### config.mk
export PLATFORM = sky130hd
export DESIGN_NAME = bsr_bit_set_reset_execute
export DESIGN_NICKNAME = d
export VERILOG_FILES = /design/src/design/bsr_bit_set_reset_execute.v
export VERILOG_INCLUDE_DIRS = /design/src /design/src/design
export SDC_FILE = /design/constraint.sdc
export NUM_CORES = 1
export LEC_CHECK = 0
export BUFFER_PORTS_ARGS = -buffer_cell sky130_fd_sc_hd__clkbuf_2
export CAP_MARGIN = 5
export CELL_PAD_IN_SITES_DETAIL_PLACEMENT = 0
export CELL_PAD_IN_SITES_GLOBAL_PLACEMENT = 1
export CORE_AREA = 4 4 149 151
export CTS_CLUSTER_DIAMETER = 60
export DETAILED_ROUTE_END_ITERATION = 12
export DIE_AREA = 0 0 153 155
export GPL_TIMING_DRIVEN = 0
export PLACE_DENSITY_LB_ADDON = 0.12
export REMOVE_ABC_BUFFERS = 1
export SLEW_MARGIN = 20
export SYNTH_ARGS = -nofsm -noshare
export SYNTH_HDL_FRONTEND = slang
export SYNTH_SLANG_ARGS = --single-unit
### constraint.sdc
create_clock -name clk -period 7.6 [get_ports clk]
set_clock_uncertainty 0.05 [all_clocks]
set_input_delay 1.52 -clock clk [delete_from_list [all_inputs] [get_ports clk]]
set_output_delay 1.52 -clock clk [all_outputs]
set_load 0.05 [all_outputs]
### src/design/bsr_consts.vh
// Constants for the bit set/clear executor: opcode bytes, fields, state timing.
// Assumes one clock; one clock state of the processor is one enable pulse.
`ifndef BSR_CONSTS_VH
`define BSR_CONSTS_VH
`define BSR_PFX_CB      8'hcb
`define BSR_PFX_IX      8'hdd
`define BSR_PFX_IY      8'hfd
`define BSR_GRP_SET     2'h3
`define BSR_GRP_CLR     2'h2
`define BSR_FLD_MEM     3'h6
`define BSR_FLD_A       3'h7
// Clock cycles per processor state: 1 gives full speed
`define BSR_STATE_DIV   4'h1
`define BSR_FLAG_RST    8'h00
// Clock states of a full, a short and a stretched machine cycle
`define BSR_T_FULL      3'h4
`define BSR_T_SHORT     3'h3
`define BSR_T_LONG      3'h5
`endif

### src/design/bsr_bit_set_reset_execute.v
// Bit set/clear executor: fetches opcode bytes over a simple bus and executes.
// Assumes memory answers a read in the same state that it is requested.
`timescale 1ns/1ns
`include "bsr_consts.vh"
module bsr_bit_set_reset_execute
(
	// Clock and reset
	input  wire        clk,
	input  wire        rst,
	// Start of execution and initial register state
	input  wire        start,
	input  wire [15:0] pcIn,
	input  wire [15:0] ptrPairIn,
	input  wire [15:0] idxOneIn,
	input  wire [15:0] idxTwoIn,
	// Memory bus
	input  wire [7:0]  memRdata,
	output reg  [15:0] memAddr,
	output reg  [7:0]  memWdata,
	output reg         memRd,
	output reg         memWr,
	// Register file view and status
	output reg  [63:0] regFile,
	output reg  [7:0]  flags,
	output reg  [15:0] pcOut,
	output reg         busy,
	output reg         done,
	output reg         badOp,
	output reg  [2:0]  mcycle
);
	localparam S_IDLE = 3'h0, S_OP1 = 3'h1, S_OP2 = 3'h2, S_DISP = 3'h3, S_OP4 = 3'h4,
		S_MRD = 3'h5, S_MWR = 3'h6, S_END = 3'h7;
	reg [2:0]  state_q;
	reg [2:0]  tcnt_q;
	reg [1:0]  idx_q;
	reg [15:0] ea_q;
	reg [7:0]  op_q;
	reg [3:0]  div_q;
	// Divider kept so the state rate can be slowed for slow memory
	wire       tick = (div_q == `BSR_STATE_DIV - 4'h1);

	// Bit-select decode, code n sets bit n with bit 0 the LSB
	function [7:0] bitMask;
		input [2:0] sel;
		begin
			bitMask = 8'h01 << sel;
		end
	endfunction

	// Set or clear the selected bit; group 11 sets, any other group clears
	function [7:0] modify;
		input [7:0] val;
		input [7:0] op;
		begin
			if (op[7:6] == `BSR_GRP_SET)
				modify = val | bitMask(op[5:3]);
			else
				modify = val & ~bitMask(op[5:3]);
		end
	endfunction

	// Clock states of each machine cycle; indexed forms shorten the displacement
	// fetch and stretch the last opcode fetch, plain memory forms end on a short write cycle
	function [2:0] mLen;
		input [2:0] m;
		input       ix;
		begin
			if (ix)
			begin
				case (m)
					3'h2: mLen = `BSR_T_SHORT;
					3'h3: mLen = `BSR_T_LONG;
					3'h5: mLen = `BSR_T_SHORT;
					default: mLen = `BSR_T_FULL;
				endcase
			end
			else if (m == 3'h3)
				mLen = `BSR_T_SHORT;
			else
				mLen = `BSR_T_FULL;
		end
	endfunction

	// Operand register slot; the memory code 110 maps to slot 6, which stays 0
	wire [7:0] curReg = regFile[op_q[2:0]*8 +: 8];
	wire       lastT  = (tcnt_q == mLen(mcycle, idx_q != 2'h0) - 3'h1);

	// One machine-cycle walk per instruction; flags are loaded only by reset
	always @(posedge clk)
	begin
		if (rst)
		begin
			state_q  <= S_IDLE;
			tcnt_q   <= 3'h0;
			idx_q    <= 2'h0;
			ea_q     <= 16'h0000;
			op_q     <= 8'h00;
			div_q    <= 4'h0;
			memAddr  <= 16'h0000;
			memWdata <= 8'h00;
			memRd    <= 1'b0;
			memWr    <= 1'b0;
			regFile  <= 64'h0;
			flags    <= `BSR_FLAG_RST; // never written afterwards
			pcOut    <= 16'h0000;
			busy     <= 1'b0;
			done     <= 1'b0;
			badOp    <= 1'b0;
			mcycle   <= 3'h0;
		end
		else
		begin
			// Strobes are one-cycle pulses unless set again below
			done  <= 1'b0;
			memRd <= 1'b0;
			memWr <= 1'b0;
			div_q <= tick ? 4'h0 : div_q + 4'h1;
			// Index and pointer inputs are read mid-instruction, so they must hold while busy
			if (state_q == S_IDLE)
			begin
				if (start)
				begin
					state_q <= S_OP1;
					pcOut   <= pcIn;
					busy    <= 1'b1;
					badOp   <= 1'b0;
					tcnt_q  <= 3'h0;
					mcycle  <= 3'h0;
					idx_q   <= 2'h0;
				end
			end
			else if (tick)
			begin
				// Clock-state counter; machine cycle lengths follow mLen
				tcnt_q <= lastT ? 3'h0 : tcnt_q + 3'h1;
				if (tcnt_q == 3'h0 && state_q != S_END)
				begin
					// Bus request on the first state of each machine cycle
					memAddr <= (state_q == S_MRD || state_q == S_MWR) ? ea_q : pcOut;
					memRd   <= (state_q != S_MWR);
					memWr   <= (state_q == S_MWR);
					// Write data was latched at the end of the read cycle and stands here
				end
				if (lastT)
				begin
					mcycle <= mcycle + 3'h1;
					case (state_q)
						S_OP1:
						begin
							pcOut <= pcOut + 16'h0001;
							if (memRdata == `BSR_PFX_IX || memRdata == `BSR_PFX_IY)
							begin
								idx_q   <= (memRdata == `BSR_PFX_IX) ? 2'h1 : 2'h2;
								state_q <= S_OP2;
							end
							else if (memRdata == `BSR_PFX_CB)
								state_q <= S_OP4;
							else
							begin
								badOp   <= 1'b1;
								state_q <= S_END;
							end
						end
						S_OP2:
						begin
							pcOut   <= pcOut + 16'h0001;
							badOp   <= (memRdata != `BSR_PFX_CB);
							state_q <= (memRdata == `BSR_PFX_CB) ? S_DISP : S_END;
						end
						S_DISP:
						begin
							pcOut <= pcOut + 16'h0001;
							// Sign-extended displacement on the selected index
							ea_q  <= ((idx_q == 2'h1) ? idxOneIn : idxTwoIn)
								+ {{8{memRdata[7]}}, memRdata};
							state_q <= S_OP4;
						end
						S_OP4:
						begin
							pcOut <= pcOut + 16'h0001;
							op_q  <= memRdata;
							if (memRdata[7] == 1'b0 ||
								(idx_q != 2'h0 && memRdata[2:0] != `BSR_FLD_MEM))
							begin
								// Bit test, rotates and odd indexed forms go elsewhere
								badOp   <= 1'b1;
								state_q <= S_END;
							end
							else if (memRdata[2:0] == `BSR_FLD_MEM)
							begin
								if (idx_q == 2'h0)
									ea_q <= ptrPairIn;
								state_q <= S_MRD;
							end
							else
							begin
								// register form finishes at the end of the fetch
								state_q <= S_END;
							end
						end
						S_MRD:
						begin
							// Capture inside the read cycle; the bus may move on after it
							memWdata <= modify(memRdata, op_q);
							state_q  <= S_MWR; // write-back reuses ea_q
						end
						S_MWR:
							state_q <= S_END;
						default:
							state_q <= S_END;
					endcase
				end
			end
			// Bad opcodes end here too, with no bus write and no register change
			if (state_q == S_END)
			begin
				// Register result applied once, after the fetch that named it
				if (!badOp && op_q[2:0] != `BSR_FLD_MEM && idx_q == 2'h0)
					regFile[op_q[2:0]*8 +: 8] <= modify(curReg, op_q);
				state_q <= S_IDLE;
				busy    <= 1'b0;
				done    <= 1'b1;
			end
		end
	end
endmodule // bsr_bit_set_reset_execute

==> results of run 1 <==
critical path, cell delays in order (launching register included):
cell	delay (ns)
dfxtp_1	0.36
nand2b_1	0.67
mux2_2	0.44
ha_1	0.23
fa_1	0.42
a21o_1	0.21
nand4_1	0.15
a211oi_1	0.16
a2111oi_0	0.79
mux2i_1	0.32
a311oi_2	0.12
area by class of cell:
class | count | area (µm²)
fill | 2086 | 10900
multi-input combinational | 696 | 4910
sequential | 148 | 2970
timing repair buffer | 193 | 1020
clock buffer | 20 | 457
tap | 275 | 344
clock inverter | 10 | 103
inverter | 27 | 101
Yosys cell counts, drive strengths merged, types with 5 or more instances:
cell type,instances
or3,7
mux4,16
o21bai,5
nor4,6
and2,9
a22o,19
a31oi,10
nand2b,8
o31ai,9
o21a,5
nand2,86
a21oi,44
nor3b,9
nor3,20
o21ai,40
and3,12
a311oi,14
a211oi,35
a21o,6
clkbuf,37
mux2i,67
nand3,26
ha,29
xnor2,8
buf,25
inv,27
dfxtp,148
mux2,16
nor2,123
where the power goes:
part           leakage (µW)  switching [µW]  total [µW]  internal, µW
combinational       0.00272             191         283          91.8
clock              0.000257             349         817           467
sequential          0.00120            22.6         816           794
total               0.00417             563        1920          1350
flip-flops by register name (all words and copies together), names as in the netlist, 2 cells and up:
name      flops
ea_q         16
mcycle        3
tcnt_q        3
state_q       3
memAddr      16
regFile      64
idx_q         2
op_q          8
div_q         4
memWdata      8
pcOut        16
cell families after synthesis:
family / count (synthesis) / synth area share (%)
other: 1 / 0.0457
XOR/XNOR: 12 / 1.28
flip-flops: 148 / 36.1
buffers and inverters: 89 / 4.83
AO/OA/AOI/OAI: 217 / 18.9
AND/OR/NAND/NOR: 330 / 19.4
adder cells (fa/ha/maj): 30 / 4.66
multiplexers: 99 / 14.7
metal layers:
layer	global-route usage (%)	vias up	wire [µm]
li1	-	3679	-
met1	27.7	3356	11500
met2	34.2	217	11900
met3	4.37	24	1300
met4	5.39	0	434
met5	0	-	0
stage by stage:
stage,hold WS [ns],std cells,worst slack [ns],util (%),total power [µW]
after global routing,0.437,1369,3.43,47.5,2000
final,0.429,1369,3.56,47.5,1920
after global placement,0.402,1332,2.34,44.3,1110
after detailed placement,0.407,1339,3.24,44.9,1120
after floorplan,0.382,871,3.70,-,1020
after CTS,0.426,1369,3.57,47.5,1940
worst paths after layout:
check | endpoint | depth (start not counted) | slack (ns) | from
worst min-delay path | ea_q[12] | 1 | 0.43 | ea_q[12]
worst max register to register | ea_q[14] | 10 | 3.56 | idx_q[1]
worst max-delay path | ea_q[14] | 10 | 3.56 | idx_q[1]
worst min register to register | ea_q[12] | 1 | 0.43 | ea_q[12]
==> metrics.md, run 1 <==
| Metric | Value |
|---|---|
| HPWL after detailed placement | 18600 µm |
| Clk root buf | clkbuf_16 |
| DRT iter0 DRCs | 334 |
| Setup TNS | 0 ns |
| CTS tree | done |
| Register bit total from synthesis | approximately 150 |
| Area grow syn2layout | 20.5% |
| Starting density of the core | 39.4% |
| Crit Path Max Fanout | 16 |
| Most frequent cells in the layout | 185 x clkbuf_2, 146 x dfxtp_1, 123 x nor2_1, 85 x nand2_1, 67 x mux2i_1 |
| Primary FF master, synth | dfxtp_1 |
| Startpoint Class | register |
| Max rail drop VDD | 0.144 mV |
| Vias per inst | roughly 5.3 |
| Ys async rst share | 0% |
| Longest Clk Path Bufs | 2 |
| Latest clock arrival within the worst-skew pair | approximately 0.42 ns |
| Vias in the first global route | 6883 |
| Full die area | 0.0237 mm² |
| Max-slew violations | 0 |
| PortBufs | 186 |
| Data arrival, critical path | 4.28 ns |
| Setup violators final | 0 |
| Layout cells sized above 1 | 26.1% |
| Via count | 7276 |
| Core Area | 0.0208 mm² |
| Placed cell area | 0.00934 mm² |
| Slew @ Worst Pin | just over 1 ns |
| Post-Route WL | 25200 µm |
| Pre-antenna DRT Iters | 5 |
| Cts bufs inserted | 17 |
| Leakage power | 0.00417 µW |
| Final ANT Viol Nets | 0 |
| Clock Sink Count | ~150 |
| Die width | 153 µm |
| First-pass GRT wire length | 39100 µm |
| Part of the cycle the worst path needs | 53.1% |
| Hold Crit Class | reg -> reg |
| Share of the synthesized area in the top cell type | 36.1% |
| Placer Congestion | 0.821 |
| Fmax | 0.248 GHz |
| CTS Hold Bufs | 0 |
| Library cells used by synthesis | slightly below 80 |
| Data required, critical path | 7.84 ns |
| Post-Syn Area | between 0.008 and 0.009 mm² |
| RSZ-0062 raised after global routing | no |
| Status | finished clean |
| Clk pin slew, worst setup/hold paths | 0.06 ns |
| Antenna violations before repair | 0 |
| Final Cell Area | 0.00990 mm² |
| MaxCap Viol Count | 0 |
| Pin count of the biggest net entering global routing | 76 |
| DRC errors left | 0 |
| Yosys top cell by area | dfxtp_1 |
| EDFF count, synth | 0 |
| Ports | 195 |
| Setup bufs post-CTS | 0 |
| Relative slew margins | between 30% and 40% |
| Final hold violations | 0 |
| Crit. End Element | register |
| Nets | 1188 |
| Mean area per synthesized cell | 8.87 µm² |
| Die height | 155 µm |
| Most common cell after layout, fill and taps aside | clkbuf_2 |
| Top cells by area, synth | dfxtp_1 36%, mux2i_1 8.2%, nor2_1 5.6%, ha_1 4.4%, mux4_2 4.4% |
| Antenna cell count | 0 |
| GRT Overall Usage | 20.7% |
| Mapped Cells | a little over 900 |
| Routed len/inst | 18.4 µm |
| Yosys warning count | 0 |
| # rows | 53 |
| Fin crit period | 4.04 ns |
| Post_cts resized | 0 |
| Setup Crit Path Kind | reg -> reg |
| Register area share after synthesis | 36.1% |
| Congestion Overflow GR | 0 |
| Power Density | 194 mW/mm² |
| H-tree Lvls | 4 |
Power figures use the tool's default switching activity.
==> run 2: changes to the inputs <==
Settings changed: ABC_AREA set to 1, CORE_AREA 4 4 149 151 to 4 4 158 160, DIE_AREA 0 0 153 155 to 0 0 162 164.
Clock period 7.6 ns to 4 ns, I/O delays scaled along.
==> metrics.md, run 2 <==
| Metric | Value |
|---|---|
| Status | finished clean |
| Layout Cells excl Fill | between 1500 and 2000 |
| Post_cts resized | 0 |
| Final Cell Area | 0.0105 mm² |
| Area grow syn2layout | 18.9% |
| Most common cell after layout, fill and taps aside | nand2_1 |
| Register area share after synthesis | 33.7% |
| Final hold violations | 0 |
| CTS Hold Bufs | 0 |
| Clk pin slew, worst setup/hold paths | 0.07 ns |
| Crit path largest cell delay | roughly 0.55 ns |
| Nets | between 1500 and 2000 |
| Ports | 195 |
| Crit Path Max Fanout | 25 |
| Max reg flops | 64 |
| Pre-antenna DRT Iters | 5 |
| Part of the cycle the worst path needs | between 80% and 90% |
| Cts bufs inserted | 17 |
| R2R cell count | 9 |
| Setup bufs post-CTS | 0 |
| Max rail drop VDD | about 0.26 mV |
| GRT Overall Usage | 20.8% |
| Via count | 8901 |
| Hold Startpoint | busy |
| Fin crit period | 3.37 ns |
| # rows | 56 |
| MaxCap Viol Count | 0 |
| Pin count of the biggest net entering global routing | between 60 and 70 |
| Clk root buf | clkbuf_16 |
| Placer Congestion | 0.818 |
| CP most frequent cell | ha_1 |
| Vias in the first global route | 8017 |
| CTS tree | done |
| H-tree Lvls | 4 |
| Clock Sink Count | 148 |
| Vias per inst | between 4 and 5 |
| Die height | 164 µm |
| Yosys warning count | 0 |
| Worst hold path depth | 2 |
| Primary FF master, synth | dfxtp_1 |
| DRC errors left | 0 |
| Total power | 4030 µW |
| Data arrival, critical path | 3.70 ns |
| PortBufs | between 150 and 200 |
| Data required, critical path | 4.32 ns |
| Hold EP | busy |
| Commonest cells in the netlist | 310 x nand2_1, 148 x dfxtp_1, 148 x nor2_1 |
| Yosys top cell by area | dfxtp_1 |
| Max-slew violations | 0 |
| Share of the synthesized area in the top cell type | 33.7% |
| Final core utilization | between 40% and 50% |
| Crit. End Element | register |
| Final ANT Viol Nets | 0 |
| Library cells used by synthesis | 42 |
| Starting density of the core | 37.6% |
| R2R setup slack | 0.63 ns |
| Dpl ws | around 0.62 ns |
| Final setup margin | 0.625 ns |
| Slowest CP cell | nand3_1 |
| Top cells by area, synth | dfxtp_1 34%, nand2_1 13%, o21ai_0 8.1%, a21oi_1 7.8%, nor2_1 6.3% |
| Full die area | 0.0266 mm² |
| Reg-to-Reg Start | op_q[1] |
| Fmax | a little under 0.3 GHz |
| Mapped Cells | 1344 |
| Post-Syn Area | 0.00880 mm² |
| Die width | 162 µm |
| Antenna violations before repair | 1 |
| Startpoint Class | register |
| Worst-path cell chain | inv_2 -> ha_1 -> ha_1 -> clkinv_1 -> nor3_1 -> nand3_1 -> a21oi_1 -> o21ai_0 -> inv_1 |
| Most common cell in the netlist | nand2_1 |
| Mean area per synthesized cell | roughly 6.5 µm² |
| Core Area | 0.0234 mm² |
| Slew @ Worst Pin | 0.850 ns |
| DP Cell Count | about 1800 |
| Hold Crit Class | reg -> reg |
| Biggest register | regFile |
| First-pass GRT wire length | between 40000 and 50000 µm |
| Setup Crit Path Kind | reg -> reg |
| HPWL after detailed placement | 20400 µm |
| DRT iter0 DRCs | 562 |
| Leakage power | between 0.004 and 0.005 µW |
| Most frequent cells in the layout | 310 x nand2_1, 185 x clkbuf_2, 148 x nor2_1, 147 x dfxtp_1, 142 x o21ai_0 |
| Longest Clk Path Bufs | 2 |
| Setup violators final | 0 |
| Register bit total from synthesis | about 150 |
| Antenna cell count | 0 |
| Reg-to-reg critical path endpoint | regFile[5] |
| Routed len/inst | 15.5 µm |
| Congestion Overflow GR | 0 |
| Placed cell area | 0.00986 mm² |
| Relative slew margins | 43.2% |
| EDFF count, synth | 0 |
| Latest clock arrival within the worst-skew pair | about 0.43 ns |
| Power Density | 385 mW/mm² |
| Layout cells sized above 1 | 18.3% |
| Ys async rst share | 0% |
| RSZ-0062 raised after global routing | no |
| Post-Route WL | 28300 µm |
## run 2: report_power, final
group | total (µW) | internal, µW | switching, µW
Clock | 1690 | 952 | 740
Combinational | 764 | 220 | 543
Sequential | 1570 | 1520 | 54.7
Total | 4030 | 2690 | 1340
## run 2: per-stage QoR
| stage | hold WS, ns | setup TNS (ns) |
|---|---|---|
| after floorplan | 0.380 | 0 |
| after global placement | 0.388 | -104.05 |
| after detailed placement | 0.392 | 0 |
| after CTS | 0.402 | 0 |
| after global routing | 0.420 | 0 |
| final | 0.401 | 0 |
## run 2: kinds of logic after synthesis
logic type	after synthesis	synth area share, %
adders and majority gates	30	4.35
muxes	15	1.92
other	1	0.0426
AOI/OAI and AO/OA	302	17.8
buffers and inverters	219	10.6
xor gates and xnor gates	10	0.995
DFF	148	33.7
and+or+nand+nor	619	30.6
## run 2: final cells by class
| type | instances | area [µm²] |
|---|---|---|
| fillers | 2564 | 12900 |
| clock inverters | 15 | 183 |
| flip-flops and latches | 148 | 2960 |
| multi-input cells | 984 | 4930 |
| inverters | 154 | 584 |
| well taps | 319 | 399 |
| repair buffers | 188 | 981 |
| clock buffers | 17 | 425 |
## run 2: critical path: cells and delay by family (launching register included)
family                   cells  cell delay (ns)
flip-flops                   1             0.53
AO/OA/AOI/OAI                2             0.42
AND/OR/NAND/NOR              2             0.86
adder cells (fa/ha/maj)      2             0.39
buffers and inverters        3             1.07
## run 2: per-layer routing
layer	GRT usage [%]	vias to the layer above	part of all wire [%]
li1	-	4686	-
met1	30.8	3995	50
met2	31.6	200	44
met3	4.02	18	5.3
met4	4.23	2	0.85
met5	0	-	0.028
## run 2: how the worst max path moves through the flow
stage	from	endpoint	slack [ns]	cells past startpoint
finish	op_q[1]	regFile[5]	0.63	9
global route	op_q[1]	regFile[3]	0.29	9
CTS	idx_q[1]	ea_q[4]	0.61	12
detailed placement	idx_q[1]	ea_q[4]	0.62	12
global placement	op_q[0]	regFile[37]	-1.64	8
floorplan	op_q[0]	regFile[48]	0.26	10
==> run 3: changes to the inputs <==
Clock period 4 ns to 3.18 ns, I/O delays scaled along.
==> metrics.md, run 3 (synthesis results as in run 2) <==
| Metric | Value |
|---|---|
| Fin crit period | about 3.0 ns |
| Final hold violations | 0 |
| Nets | around 1600 |
| Max rail drop VDD | 0.323 mV |
| Setup violators final | 0 |
| Most frequent cells in the layout | 309 x nand2_1, 185 x clkbuf_2, 148 x nor2_1, 146 x dfxtp_1, 142 x o21ai_0 |
| Latest clock arrival within the worst-skew pair | around 0.43 ns |
| R2R setup slack | 0.22 ns |
| Vias per inst | between 4 and 5 |
| Area of the multi-input gates | 0.00496 mm² |
| Data required, critical path | 3.42 ns |
| Placer Congestion | roughly 0.8 |
| Post-Route WL | 28300 µm |
| Layout fillers | 2556 |
| Congestion Overflow GR | 0 |
| Final setup margin | 0.216 ns |
| Via count | 8932 |
| Vias in the first global route | 8016 |
| Die height | 164 µm |
| Power Density | 483 mW/mm² |
| Dpl ws | -0.200 ns |
| RSZ-0062 raised after global routing | yes |
| Relative slew margins | 42.6% |
| Die width | 162 µm |
| Startpoint Class | register |
| Cts bufs inserted | 17 |
| PortBufs | 186 |
| Leakage power | between 0.004 and 0.005 µW |
| Crit. End Element | register |
| Storage cell area | 0.00297 mm² |
| Full die area | about 0.027 mm² |
| GRT Overall Usage | 20.8% |
| First-pass GRT wire length | 44000 µm |
| DRT iter0 DRCs | 558 |
| Hold Crit Class | reg -> reg |
| # rows | 56 |
| Fmax | 0.337 GHz |
| Antenna violations before repair | 1 |
| Hold Startpoint | busy |
| Setup bufs post-CTS | 0 |
| CTS tree | done |
| Most common cell after layout, fill and taps aside | nand2_1 |
| Status | finished clean |
| HPWL after detailed placement | ~20000 µm |
| Starting density of the core | between 30% and 40% |
| Max reg flops | 64 |
| Slew @ Worst Pin | 0.859 ns |
| Final Cell Area | roughly 0.011 mm² |
| Final core utilization | between 40% and 50% |
| Clk pin slew, worst setup/hold paths | 0.07 ns |
| Part of the cycle the worst path needs | between 90% and 100% |
| Hold Worst Slack | 0.401 ns |
| CP Launch Point | op_q[0] |
| Pin count of the biggest net entering global routing | 67 |
| H-tree Lvls | 4 |
| Area grow syn2layout | 19.4% |
| Clock Sink Count | 148 |
| Data arrival, critical path | 3.20 ns |
| Setup Crit Path Kind | reg -> reg |
| Max-slew violations | 0 |
| Routed len/inst | between 15 and 20 µm |
| MaxCap Viol Count | 0 |
| Biggest register | regFile |
| Total power | 5070 µW |
| Antenna cell count | 0 |
| Reg-to-Reg Start | op_q[0] |
| Core Area | 0.0234 mm² |
| Layout cells sized above 1 | 18.5% |
| Final ANT Viol Nets | 0 |
| Longest Clk Path Bufs | 2 |
| Placed cell area | 0.00986 mm² |
| Crit Path Max Fanout | 43 |
| Ports | 195 |
| Pre-antenna DRT Iters | 5 |
| Clk root buf | clkbuf_16 |
| DRC errors left | 0 |
[run 3: cell count changes in the layout (fill, tap and decap cells not counted), sizes merged]
| cell | before | now |
|---|---|---|
| clkinv | 9 | 8 |
| clkinvlp | 0 | 1 |
[run 3: layer usage]
metal  vias to the layer above  global-route usage (%)  share of wire [%]
met5                         -                       0              0.028
met4                         2                    4.23               0.88
met3                        20                    4.02                5.5
met2                       207                    31.5                 44
met1                      4021                    30.8                 49
li1                       4682                       -                  -
[run 3: worst paths after layout]
kind              depth (start not counted)           to
hold reg to reg                           2         busy
hold / removal                            2         busy
setup / recovery                          7  regFile[37]
setup reg to reg                          7  regFile[37]
[run 3: report_power, final]
group          leakage (µW)  switching [µW]  internal [µW]
Sequential          0.00120            68.8           1910
Clock              0.000303             932           1200
Combinational       0.00349             686            278
Total               0.00499            1690           3380
[run 3: layout make-up]
type	instances	area share, %
well taps	319	3.80
inverters	154	5.66
multi-input cells	984	47.2
clock buffers	17	4.05
clock inverters	15	1.74
flip-flops and latches	148	28.2
repair buffers	188	9.34
[run 3: critical path, stage by stage, from the launching register on]
cell	delay, ns
dfxtp_2	0.48
clkinv_4	0.31
ha_1	0.32
ha_1	0.17
clkinv_1	0.35
nand3_1	0.25
nor3_2	0.70
a21oi_1	0.16
[run 3: what timing repair did]
action / in CTS / in global routing
hold buffers: 0 / 0
resized for setup: 4 / 5
endpoints found under the hold margin: 0 / 0
setup endpoints to repair: 21 / 55
[run 3: through the flow]
step           TNS [ns]  std cells
2_1_floorplan    -32.66       1286
3_3_place_gp    -180.47       1791
3_5_place_dp      -2.80       1793
4_1_cts               0       1825
5_1_grt        -0.00648       1825
6_report              0       1825
